File: src/token_bus_diag_pkg.sv
package token_bus_diag_pkg;

  // ************************************************************
  // register map, byte addresses on the 32-bit bus
  // ************************************************************
  localparam logic [7:0] STATUS_OFF = 8'h00;
  localparam logic [7:0] DIAG_OFF   = 8'h04;
  localparam logic [7:0] CMD_OFF    = 8'h08;
  localparam logic [7:0] SETUP_OFF  = 8'h0c;
  localparam logic [7:0] CONFIG_OFF = 8'h10;
  localparam logic [7:0] NODE_OFF   = 8'h14;
  localparam logic [7:0] TENT_OFF   = 8'h18;
  localparam logic [7:0] SUCC_OFF   = 8'h1c;

  // ************************************************************
  // field positions
  // ************************************************************
  // status register
  localparam int ST_TXAV  = 0;
  localparam int ST_TXACK = 1;
  localparam int ST_EXNK  = 2;
  localparam int ST_RECON = 3;
  localparam int ST_SUCC  = 4;
  localparam int ST_RXINH = 5;
  localparam int ST_MAPDN = 6;
  // diagnostic register
  localparam int DG_DUP   = 0;
  localparam int DG_TENT  = 1;
  // command register, write one to act
  localparam int CM_DISTX = 0;
  localparam int CM_CLRFL = 1;
  localparam int CM_ENTX  = 2;
  localparam int CM_CLRTN = 3;
  // setup and configuration
  localparam int SU_SHORT = 0;
  localparam int CF_CHAIN = 0;

  // ************************************************************
  // reset values and limits
  // ************************************************************
  localparam logic [7:0] NODE_RST      = 8'h00;
  localparam logic [7:0] TENT_RST      = 8'h00;
  localparam logic [7:0] SUCC_RST      = 8'h00;
  localparam logic [7:0] NACK_LIMIT    = 8'h80;  // 128 negative enquiry replies
  localparam logic [7:0] NACK_LIMIT_SH = 8'h04;  // four with short select
  localparam logic [1:0] QUEUE_MAX     = 2'h2;   // chained commands
  localparam logic [1:0] QUEUE_ONE     = 2'h1;

  // ************************************************************
  // timing
  // ************************************************************
  localparam int CLK_MHZ        = 200;
  localparam int MAP_WAIT_MS    = 840;
  localparam int MAP_WAIT_CYCLES = MAP_WAIT_MS * 1000 * CLK_MHZ;
  localparam int MAP_CNT_W      = 28;

  // transmit sequencer states
  typedef enum logic [1:0] {
    TX_IDLE = 2'b01,
    TX_BUSY = 2'b10
  } tx_state_t;

endpackage : token_bus_diag_pkg

File: src/nack_retry_counter.sv
`timescale 1ns/1ps
module nack_retry_counter
  import token_bus_diag_pkg::*;
(
  input  wire logic clk_i,
  input  wire logic rst_i,
  input  wire logic restart_i,
  input  wire logic nack_i,
  input  wire logic short_limit_i,
  output logic      limit_hit_o,
  output logic [7:0] count_o
);

  logic [7:0] count_ff;
  logic [7:0] nxt_count;
  logic [7:0] limit;
  logic       at_last;

  // ************************************************************
  // threshold and next count
  // ************************************************************
  assign limit       = short_limit_i ? NACK_LIMIT_SH : NACK_LIMIT;
  assign at_last     = (count_ff == limit - 8'h01);
  assign limit_hit_o = nack_i && at_last && !restart_i;
  // saturate at the limit; further enquiries keep going upstream
  assign nxt_count   = restart_i ? 8'h00 :
                       (nack_i && count_ff < limit) ? count_ff + 8'h01 : count_ff;
  assign count_o     = count_ff;

  // count register
  always_ff @(posedge clk_i)
  begin
    if (rst_i)
      count_ff <= 8'h00;
    else
      count_ff <= nxt_count;
  end

endmodule : nack_retry_counter

File: src/token_bus_diagnostics.sv
// Local design decisions: register access over Wishbone and the address map.
`timescale 1ns/1ps
// What this block does
// - count negative enquiry replies, flag at 128
// - short select lowers threshold to four
// - unavailable receiver answer counts as failed attempt
// - enquiries continue after threshold until software acts
// - disable transmitter command aborts pending transmission
// - only clear flags command clears excessive flag
// - duplicate flag on answer to own-ID token
// - diagnostic status read clears duplicate flag
// - tentative ID register, match bit on activity
// - no tentative match while sending the token
// - readable successor ID register
// - successor change event on every successor update
// - node ID write then 840ms wait maps
// - transmission end sets available flag, loads acknowledge flag from the reply
// - chaining bit allows two queued transmit commands
// - merge five event flags into one request
module token_bus_diagnostics
  import token_bus_diag_pkg::*;
#(
  parameter int unsigned MAP_WAIT_CYC = MAP_WAIT_CYCLES
)
(
  input  wire logic        clk_i,
  input  wire logic        rst_i,
  // wishbone classic slave
  input  wire logic [7:0]  adr_i,
  input  wire logic [31:0] dat_i,
  output logic      [31:0] dat_o,
  input  wire logic        we_i,
  input  wire logic [3:0]  sel_i,
  input  wire logic        cyc_i,
  input  wire logic        stb_i,
  output logic             ack_o,
  // protocol engine side
  input  wire logic        fbe_nack_i,
  input  wire logic        tx_done_i,
  input  wire logic        tx_ack_ok_i,
  input  wire logic        token_rx_i,
  input  wire logic [7:0]  token_dst_id_i,
  input  wire logic        line_act_i,
  input  wire logic [7:0]  line_src_id_i,
  input  wire logic        token_tx_i,
  input  wire logic        succ_update_i,
  input  wire logic [7:0]  succ_id_i,
  input  wire logic        recon_i,
  input  wire logic        rx_inhibit_i,
  output logic             tx_start_o,
  output logic             tx_abort_o,
  output logic             fbe_retry_o,
  output logic [7:0]       node_id_o,
  output logic             irq_o
);

  // ************************************************************
  // helpers
  // ************************************************************
  function automatic logic hit(input logic [7:0] adr, input logic [7:0] off);
    hit = (adr[7:2] == off[7:2]);
  endfunction : hit
  // ************************************************************
  // bus decode
  // ************************************************************
  logic ack_ff;
  logic acc;
  logic wr;
  logic rd;
  logic wr_cmd;
  logic wr_setup;
  logic wr_cfg;
  logic wr_node;
  logic wr_tent;
  logic rd_diag;
  assign acc      = cyc_i && stb_i && !ack_ff;
  assign wr       = acc && we_i && sel_i[0];
  assign rd       = acc && !we_i;
  assign wr_cmd   = wr && hit(adr_i, CMD_OFF);
  assign wr_setup = wr && hit(adr_i, SETUP_OFF);
  assign wr_cfg   = wr && hit(adr_i, CONFIG_OFF);
  assign wr_node  = wr && hit(adr_i, NODE_OFF);
  assign wr_tent  = wr && hit(adr_i, TENT_OFF);
  assign rd_diag  = rd && hit(adr_i, DIAG_OFF);
  assign ack_o    = ack_ff;
  // command strobes
  logic cmd_dis;
  logic cmd_clr;
  logic cmd_entx;
  logic cmd_clrtn;
  assign cmd_dis   = wr_cmd && dat_i[CM_DISTX];
  assign cmd_clr   = wr_cmd && dat_i[CM_CLRFL];
  assign cmd_entx  = wr_cmd && dat_i[CM_ENTX];
  assign cmd_clrtn = wr_cmd && dat_i[CM_CLRTN];

  // ************************************************************
  // control registers
  // ************************************************************
  logic       short_ff;
  logic       chain_ff;
  logic [7:0] node_ff;
  logic [7:0] tent_ff;
  logic [7:0] succ_ff;
  always_ff @(posedge clk_i)
  begin
    if (rst_i)
    begin
      short_ff <= 1'b0;
      chain_ff <= 1'b0;
      node_ff  <= NODE_RST;
      tent_ff  <= TENT_RST;
    end
    else
    begin
      if (wr_setup) short_ff <= dat_i[SU_SHORT];
      if (wr_cfg)   chain_ff <= dat_i[CF_CHAIN];
      if (wr_node)  node_ff  <= dat_i[7:0];
      if (wr_tent)  tent_ff  <= dat_i[7:0];
    end
  end
  // successor id follows the engine's updates
  always_ff @(posedge clk_i)
  begin
    if (rst_i)
      succ_ff <= SUCC_RST;
    else if (succ_update_i)
      succ_ff <= succ_id_i;
  end
  assign node_id_o = node_ff;
  // ************************************************************
  // transmit queue and sequencer
  // ************************************************************
  tx_state_t  state_ff;
  tx_state_t  nxt_state;
  logic [1:0] queue_ff;
  logic [1:0] nxt_queue;
  logic       room;
  logic       accept;
  logic       launch;
  // without chaining only one command may be outstanding
  assign room    = chain_ff ? (queue_ff < QUEUE_MAX) : (queue_ff == 2'h0);
  assign accept  = cmd_entx && room && !cmd_dis;
  assign launch  = (state_ff == TX_IDLE) && (queue_ff != 2'h0) && !cmd_dis;
  always_comb
  begin
    nxt_state = state_ff;
    nxt_queue = queue_ff;
    if (cmd_dis)
    begin
      nxt_state = TX_IDLE;
      nxt_queue = 2'h0;
    end
    else
    begin
      case (state_ff)
        TX_IDLE:
          if (launch)
            nxt_state = TX_BUSY;
        TX_BUSY:
          if (tx_done_i)
          begin
            nxt_state = TX_IDLE;
            nxt_queue = queue_ff - QUEUE_ONE;
          end
        default:
          nxt_state = TX_IDLE;
      endcase
      if (accept)
        nxt_queue = nxt_queue + QUEUE_ONE;
    end
  end
  always_ff @(posedge clk_i)
  begin
    if (rst_i)
    begin
      state_ff <= TX_IDLE;
      queue_ff <= 2'h0;
    end
    else
    begin
      state_ff <= nxt_state;
      queue_ff <= nxt_queue;
    end
  end
  // engine control pulses from flops
  logic start_ff;
  logic abort_ff;
  always_ff @(posedge clk_i)
  begin
    if (rst_i)
    begin
      start_ff <= 1'b0;
      abort_ff <= 1'b0;
    end
    else
    begin
      start_ff <= launch;
      abort_ff <= cmd_dis && (state_ff == TX_BUSY || queue_ff != 2'h0);
    end
  end
  assign tx_start_o  = start_ff;
  assign tx_abort_o  = abort_ff;
  assign fbe_retry_o = (state_ff == TX_BUSY);

  // ************************************************************
  // excessive negative acknowledge
  // ************************************************************
  logic       nack_hit;
  logic       busy_nack;
  assign busy_nack = fbe_nack_i && (state_ff == TX_BUSY);
  nack_retry_counter nack_retry_counter_i (
    .clk_i        (clk_i),
    .rst_i        (rst_i),
    .restart_i    (launch || cmd_dis),
    .nack_i       (busy_nack),
    .short_limit_i(short_ff),
    .limit_hit_o  (nack_hit),
    .count_o      ()
  );

  // ************************************************************
  // detectors
  // ************************************************************
  logic armed_ff;
  logic dup_set;
  logic tent_set;
  // arm on a token for our own id, fire on the activity answering it
  always_ff @(posedge clk_i)
  begin
    if (rst_i)
      armed_ff <= 1'b0;
    else if (token_rx_i)
      armed_ff <= (token_dst_id_i == node_ff);
    else if (line_act_i)
      armed_ff <= 1'b0;
  end
  assign dup_set  = armed_ff && line_act_i && !token_rx_i;
  assign tent_set = line_act_i && !token_tx_i && (line_src_id_i == tent_ff);
  // ************************************************************
  // sticky flags, set wins over clear
  // ************************************************************
  logic txav_ff;
  logic txack_ff;
  logic exnk_ff;
  logic recon_ff;
  logic succ_ch_ff;
  logic dup_ff;
  logic tentm_ff;
  always_ff @(posedge clk_i)
  begin
    if (rst_i)
    begin
      txav_ff    <= 1'b1;
      txack_ff   <= 1'b0;
      exnk_ff    <= 1'b0;
      recon_ff   <= 1'b0;
      succ_ch_ff <= 1'b0;
      dup_ff     <= 1'b0;
      tentm_ff   <= 1'b0;
    end
    else
    begin
      txav_ff    <= (state_ff == TX_BUSY && tx_done_i) || cmd_dis || (txav_ff && !accept);
      txack_ff   <= (state_ff == TX_BUSY && tx_done_i) ? tx_ack_ok_i : (txack_ff && !accept);
      exnk_ff    <= nack_hit || (exnk_ff && !cmd_clr);
      recon_ff   <= recon_i || (recon_ff && !cmd_clr);
      succ_ch_ff <= succ_update_i || (succ_ch_ff && !cmd_clr);
      dup_ff     <= dup_set || (dup_ff && !rd_diag);
      tentm_ff   <= tent_set || (tentm_ff && !cmd_clrtn && !wr_tent);
    end
  end
  // merged request to the processor
  assign irq_o = rx_inhibit_i || txav_ff || exnk_ff || recon_ff || succ_ch_ff;
  // ************************************************************
  // off-line mapping wait
  // ************************************************************
  logic [MAP_CNT_W-1:0] map_cnt_ff;
  logic                 map_run_ff;
  logic                 map_done_ff;
  // writing a candidate node id starts the settle wait
  always_ff @(posedge clk_i)
  begin
    if (rst_i)
    begin
      map_cnt_ff  <= '0;
      map_run_ff  <= 1'b0;
      map_done_ff <= 1'b0;
    end
    else if (wr_node)
    begin
      map_cnt_ff  <= MAP_CNT_W'(MAP_WAIT_CYC - 1);
      map_run_ff  <= 1'b1;
      map_done_ff <= 1'b0;
    end
    else if (map_run_ff)
    begin
      if (map_cnt_ff == '0)
      begin
        map_run_ff  <= 1'b0;
        map_done_ff <= 1'b1;
      end
      else
        map_cnt_ff <= map_cnt_ff - 1'b1;
    end
  end
  // ************************************************************
  // read data and acknowledge
  // ************************************************************
  logic [7:0] rd_byte;
  logic [7:0] status_byte;
  logic [7:0] diag_byte;
  assign status_byte = {1'b0, map_done_ff, rx_inhibit_i, succ_ch_ff, recon_ff, exnk_ff, txack_ff, txav_ff};
  assign diag_byte   = {6'h00, tentm_ff, dup_ff};
  assign rd_byte     = hit(adr_i, STATUS_OFF) ? status_byte :
                       hit(adr_i, DIAG_OFF)   ? diag_byte :
                       hit(adr_i, SETUP_OFF)  ? {7'h00, short_ff} :
                       hit(adr_i, CONFIG_OFF) ? {7'h00, chain_ff} :
                       hit(adr_i, NODE_OFF)   ? node_ff :
                       hit(adr_i, TENT_OFF)   ? tent_ff :
                       hit(adr_i, SUCC_OFF)   ? succ_ff : 8'h00;
  // one wait state, ack for one cycle, unmapped reads give zero
  always_ff @(posedge clk_i)
  begin
    if (rst_i)
    begin
      ack_ff <= 1'b0;
      dat_o  <= 32'h0000_0000;
    end
    else
    begin
      ack_ff <= acc;
      if (rd)
        dat_o <= {24'h00_0000, rd_byte};
    end
  end
endmodule : token_bus_diagnostics

File: config.mk
export PLATFORM = sky130hd
export DESIGN_NAME = token_bus_diagnostics
export DESIGN_NICKNAME = d
export VERILOG_FILES = /design/src/token_bus_diag_pkg.sv /design/src/nack_retry_counter.sv /design/src/token_bus_diagnostics.sv
export SDC_FILE = /design/constraint.sdc
export NUM_CORES = 1
export LEC_CHECK = 0
export BUFFER_PORTS_ARGS = -buffer_cell sky130_fd_sc_hd__buf_4
export CAP_MARGIN = 30
export CORE_MARGIN = 1.5
export CORE_UTILIZATION = 52
export CTS_CLUSTER_SIZE = 16
export DETAILED_ROUTE_END_ITERATION = 10
export PLACE_DENSITY = 0.88
export SYNTH_ARGS = -nofsm -noshare
export SYNTH_HDL_FRONTEND = slang
export SYNTH_SLANG_ARGS = --single-unit
File: constraint.sdc
create_clock -name clk_i -period 2.92 [get_ports clk_i]
set_clock_uncertainty 0.1 [all_clocks]
set_input_delay 0.584 -clock clk_i [delete_from_list [all_inputs] [get_ports clk_i]]
set_output_delay 0.584 -clock clk_i [all_outputs]
set_load 0.01 [all_outputs]
==> flow_metrics.tcl <==
set metrics [dict create \
    crit_top_cell "or4_4" \
    yosysWarningCount 0 \
    max_freq_ghz 0.434 \
    cts-htree-levels 3 \
    drt_iter0_drc 312 \
    clk_pin_slew_ps 80 \
    areaGrowthSynthToFinish_pct 16.8 \
    min-delay-start "recon_i" \
    pin_count 127 \
    start_util 0.542 \
    netlist_area_um2 4500 \
    hold_depth 3 \
    cp_cell_sequence "or4_4, or4_4, nor2_1, or4b_1, a21oi_1" \
    cts_max_path_buffers 2 \
    final_nets 686 \
    grtUsageTotal 0.251 \
    worst_pin_slew_ps 823 \
    die_w_um 96.0 \
    power_leakage_nw 2.08 \
    worstReg2RegEnd "map_cnt_ff[21]" \
    clk_latency_ps 350 \
    seq_area_frac_synth 0.387 \
    wl_um 11300 \
    total_power_mw 2.22 \
    period_share 0.789 \
    diodes 0 \
    layout_commonest_cell "dfxtp_1" \
    slowest_stage "or4_4" \
    slew_headroom 0.446 \
    synth_top_cell_by_area "dfxtp_1" \
    min_period_ps 2300 \
    start_kind "flop" \
    ys_types 51 \
    whs_ps 344 \
    yosys_register_bits 87 \
    arrival_ps 2480 \
    place_congestion 0.838 \
    hold_viol_final 0 \
    grt_antenna_before_repair 0 \
    syn_inst 530 \
    cts-resized-gates 0 \
    r2r_setup_slack_ps 620 \
    grt_pass1_vias 3885 \
    clock_sinks 87 \
    core_um2 8300 \
    holdPathEnd "recon_ff" \
    p_per_area_nw_per_um2 423 \
    drive_above_1_share 0.206 \
    final_cell_mix "dfxtp_1, buf_4, nor2_1, nand2_1, a21oi_1" \
    post_drt_wl_per_cell_um 15.9 \
    drc 0 \
    io_buffers 73 \
    pre_cts_ws_ps 374 \
    cp_slowest_stage_delay_ps 580 \
    synth_edf_count 0 \
    maxCapViolations 0 \
    via_count 4235 \
    status "finished, final reports clean" \
    critical_path_class "flop to flop" \
    row_count 33 \
    clockRootBuffer "clkbuf_8" \
    setup_violations 0 \
    final.setup.worst_slack_ps 615 \
    gr-total-overflow 0 \
    critPathMaxFanout 5 \
    die-height_um 96.0 \
    critPathCaptureType "flop" \
    grt_pass1_wl_um 18000 \
    grt_setup_unrepaired "no" \
    critical_path_required_ps 3100 \
    critPathLaunch "map_cnt_ff[14]" \
    yosys-top-cells-area "dfxtp_1, nor2_1, xnor2_1" \
    vias_per_cell 6.00 \
    drtAntennaViolNets 0 \
    worst-r2r-cell-count 5 \
    async_flop_share 0 \
    r2r_start "map_cnt_ff[14]" \
    grt_max_degree 66 \
    tns_ps 0 \
    hold_path_class "input pin to flop" \
    first_pass_iters 5 \
    ir_drop_mv 0.241 \
    ctsHoldBuffers 0 \
    numCtsBuffers 9 \
    die_area_um2 9220 \
    synth_top_area_frac 0.387 \
    cts_tree "built" \
    dp_hpwl_um 8200 \
    syn_avg_cell_area_um2 8.49 \
    slew_violations 0 \
    synth_top_flop_cell "dfxtp_1" \
    cts_setup_buffers 0 \
]
[cell usage after synthesis (3+ instances only)]
library cell / n
dfxtp_1: 87
nor2_1: 66
nand2_1: 41
a21oi_1: 35
xnor2_1: 27
buf_4: 24
mux2i_1: 22
clkbuf_1: 19
nand3_1: 16
a31oi_1: 14
nor4_1: 13
nor3_1: 12
o21ai_0: 12
or4_1: 12
o31ai_1: 11
or3_1: 11
inv_1: 10
mux2_2: 9
a211oi_1: 8
nand4_1: 8
or2_2: 8
ha_1: 6
a22oi_1: 5
xor2_1: 5
nand3b_1: 4
nor4b_1: 4
buf_1: 3
buf_2: 3
nand2b_1: 3
nor3b_1: 3
or4b_2: 3
[worst max-delay path, delay by kind of cell, from the launching register on]
family	cells	cell delay [ps]
flip-flops	1	370
AND/OR/NAND/NOR	4	1630
AO/OA/AOI/OAI	1	140
[layer usage]
metal  vias up  part of all wire  GRT usage
met3        32             0.061     0.0434
met5         -                 0          0
li1       2004                 -          -
met1      2009              0.43      0.311
met4         0             0.026      0.110
met2       190              0.49      0.424
[cells by family (layout without fill, tap and decap cells)]
logic type      after synthesis  count (layout)  synth area share
simple gates                217             217             0.254
compound gates               96              96             0.133
flops                        87              87             0.387
buf+inv                      59             107            0.0701
xor+xnor                     32              32            0.0623
mux                          32              32            0.0765
fa+ha+maj                     6               6            0.0167
other cells                   1              24          0.000833
[sequential cells by signal, summed over array words and instances, names as in the netlist, 2 cells and up]
name / flops
succ_ff: 8
node_id_o: 8
map_cnt_ff: 28
tent_ff: 8
dat_o: 8
nack_retry_counter_i.count_o: 8
state_ff: 2
queue_ff: 2
[stage by stage]
step	instances	instance area (um2)	util
4_1_cts	706	5260	0.633
3_5_place_dp	692	5070	0.611
5_1_grt	706	5260	0.633
6_report	706	5260	0.633
3_3_place_gp	692	5070	0.611
2_1_floorplan	553	4590	-
[power breakdown]
part           internal, mW  switching, mW  leakage [nW]
sequential             1.20        0.00902         0.704
clock                 0.407          0.415        0.0940
combinational        0.0872          0.105          1.28
total                  1.69          0.529          2.08
[area by class of cell]
cell class	instances	area, um2
clock inverters	4	47.5
repair buffers	83	623
flip-flops and latches	87	1740
fillers	658	3040
multi-input cells	407	2540
inverters	10	37.5
well taps	105	131
clock buffers	10	138
[how the worst max path moves through the flow]
stage / end / slack, ps
after CTS: map_cnt_ff[21] / 630
after floorplan: tent_ff[2] / 590
after detailed placement: exnk_ff / 370
after global routing: map_cnt_ff[1] / 490
final: map_cnt_ff[21] / 620
after global placement: exnk_ff / 430
(Power assumes the default switching activity.)
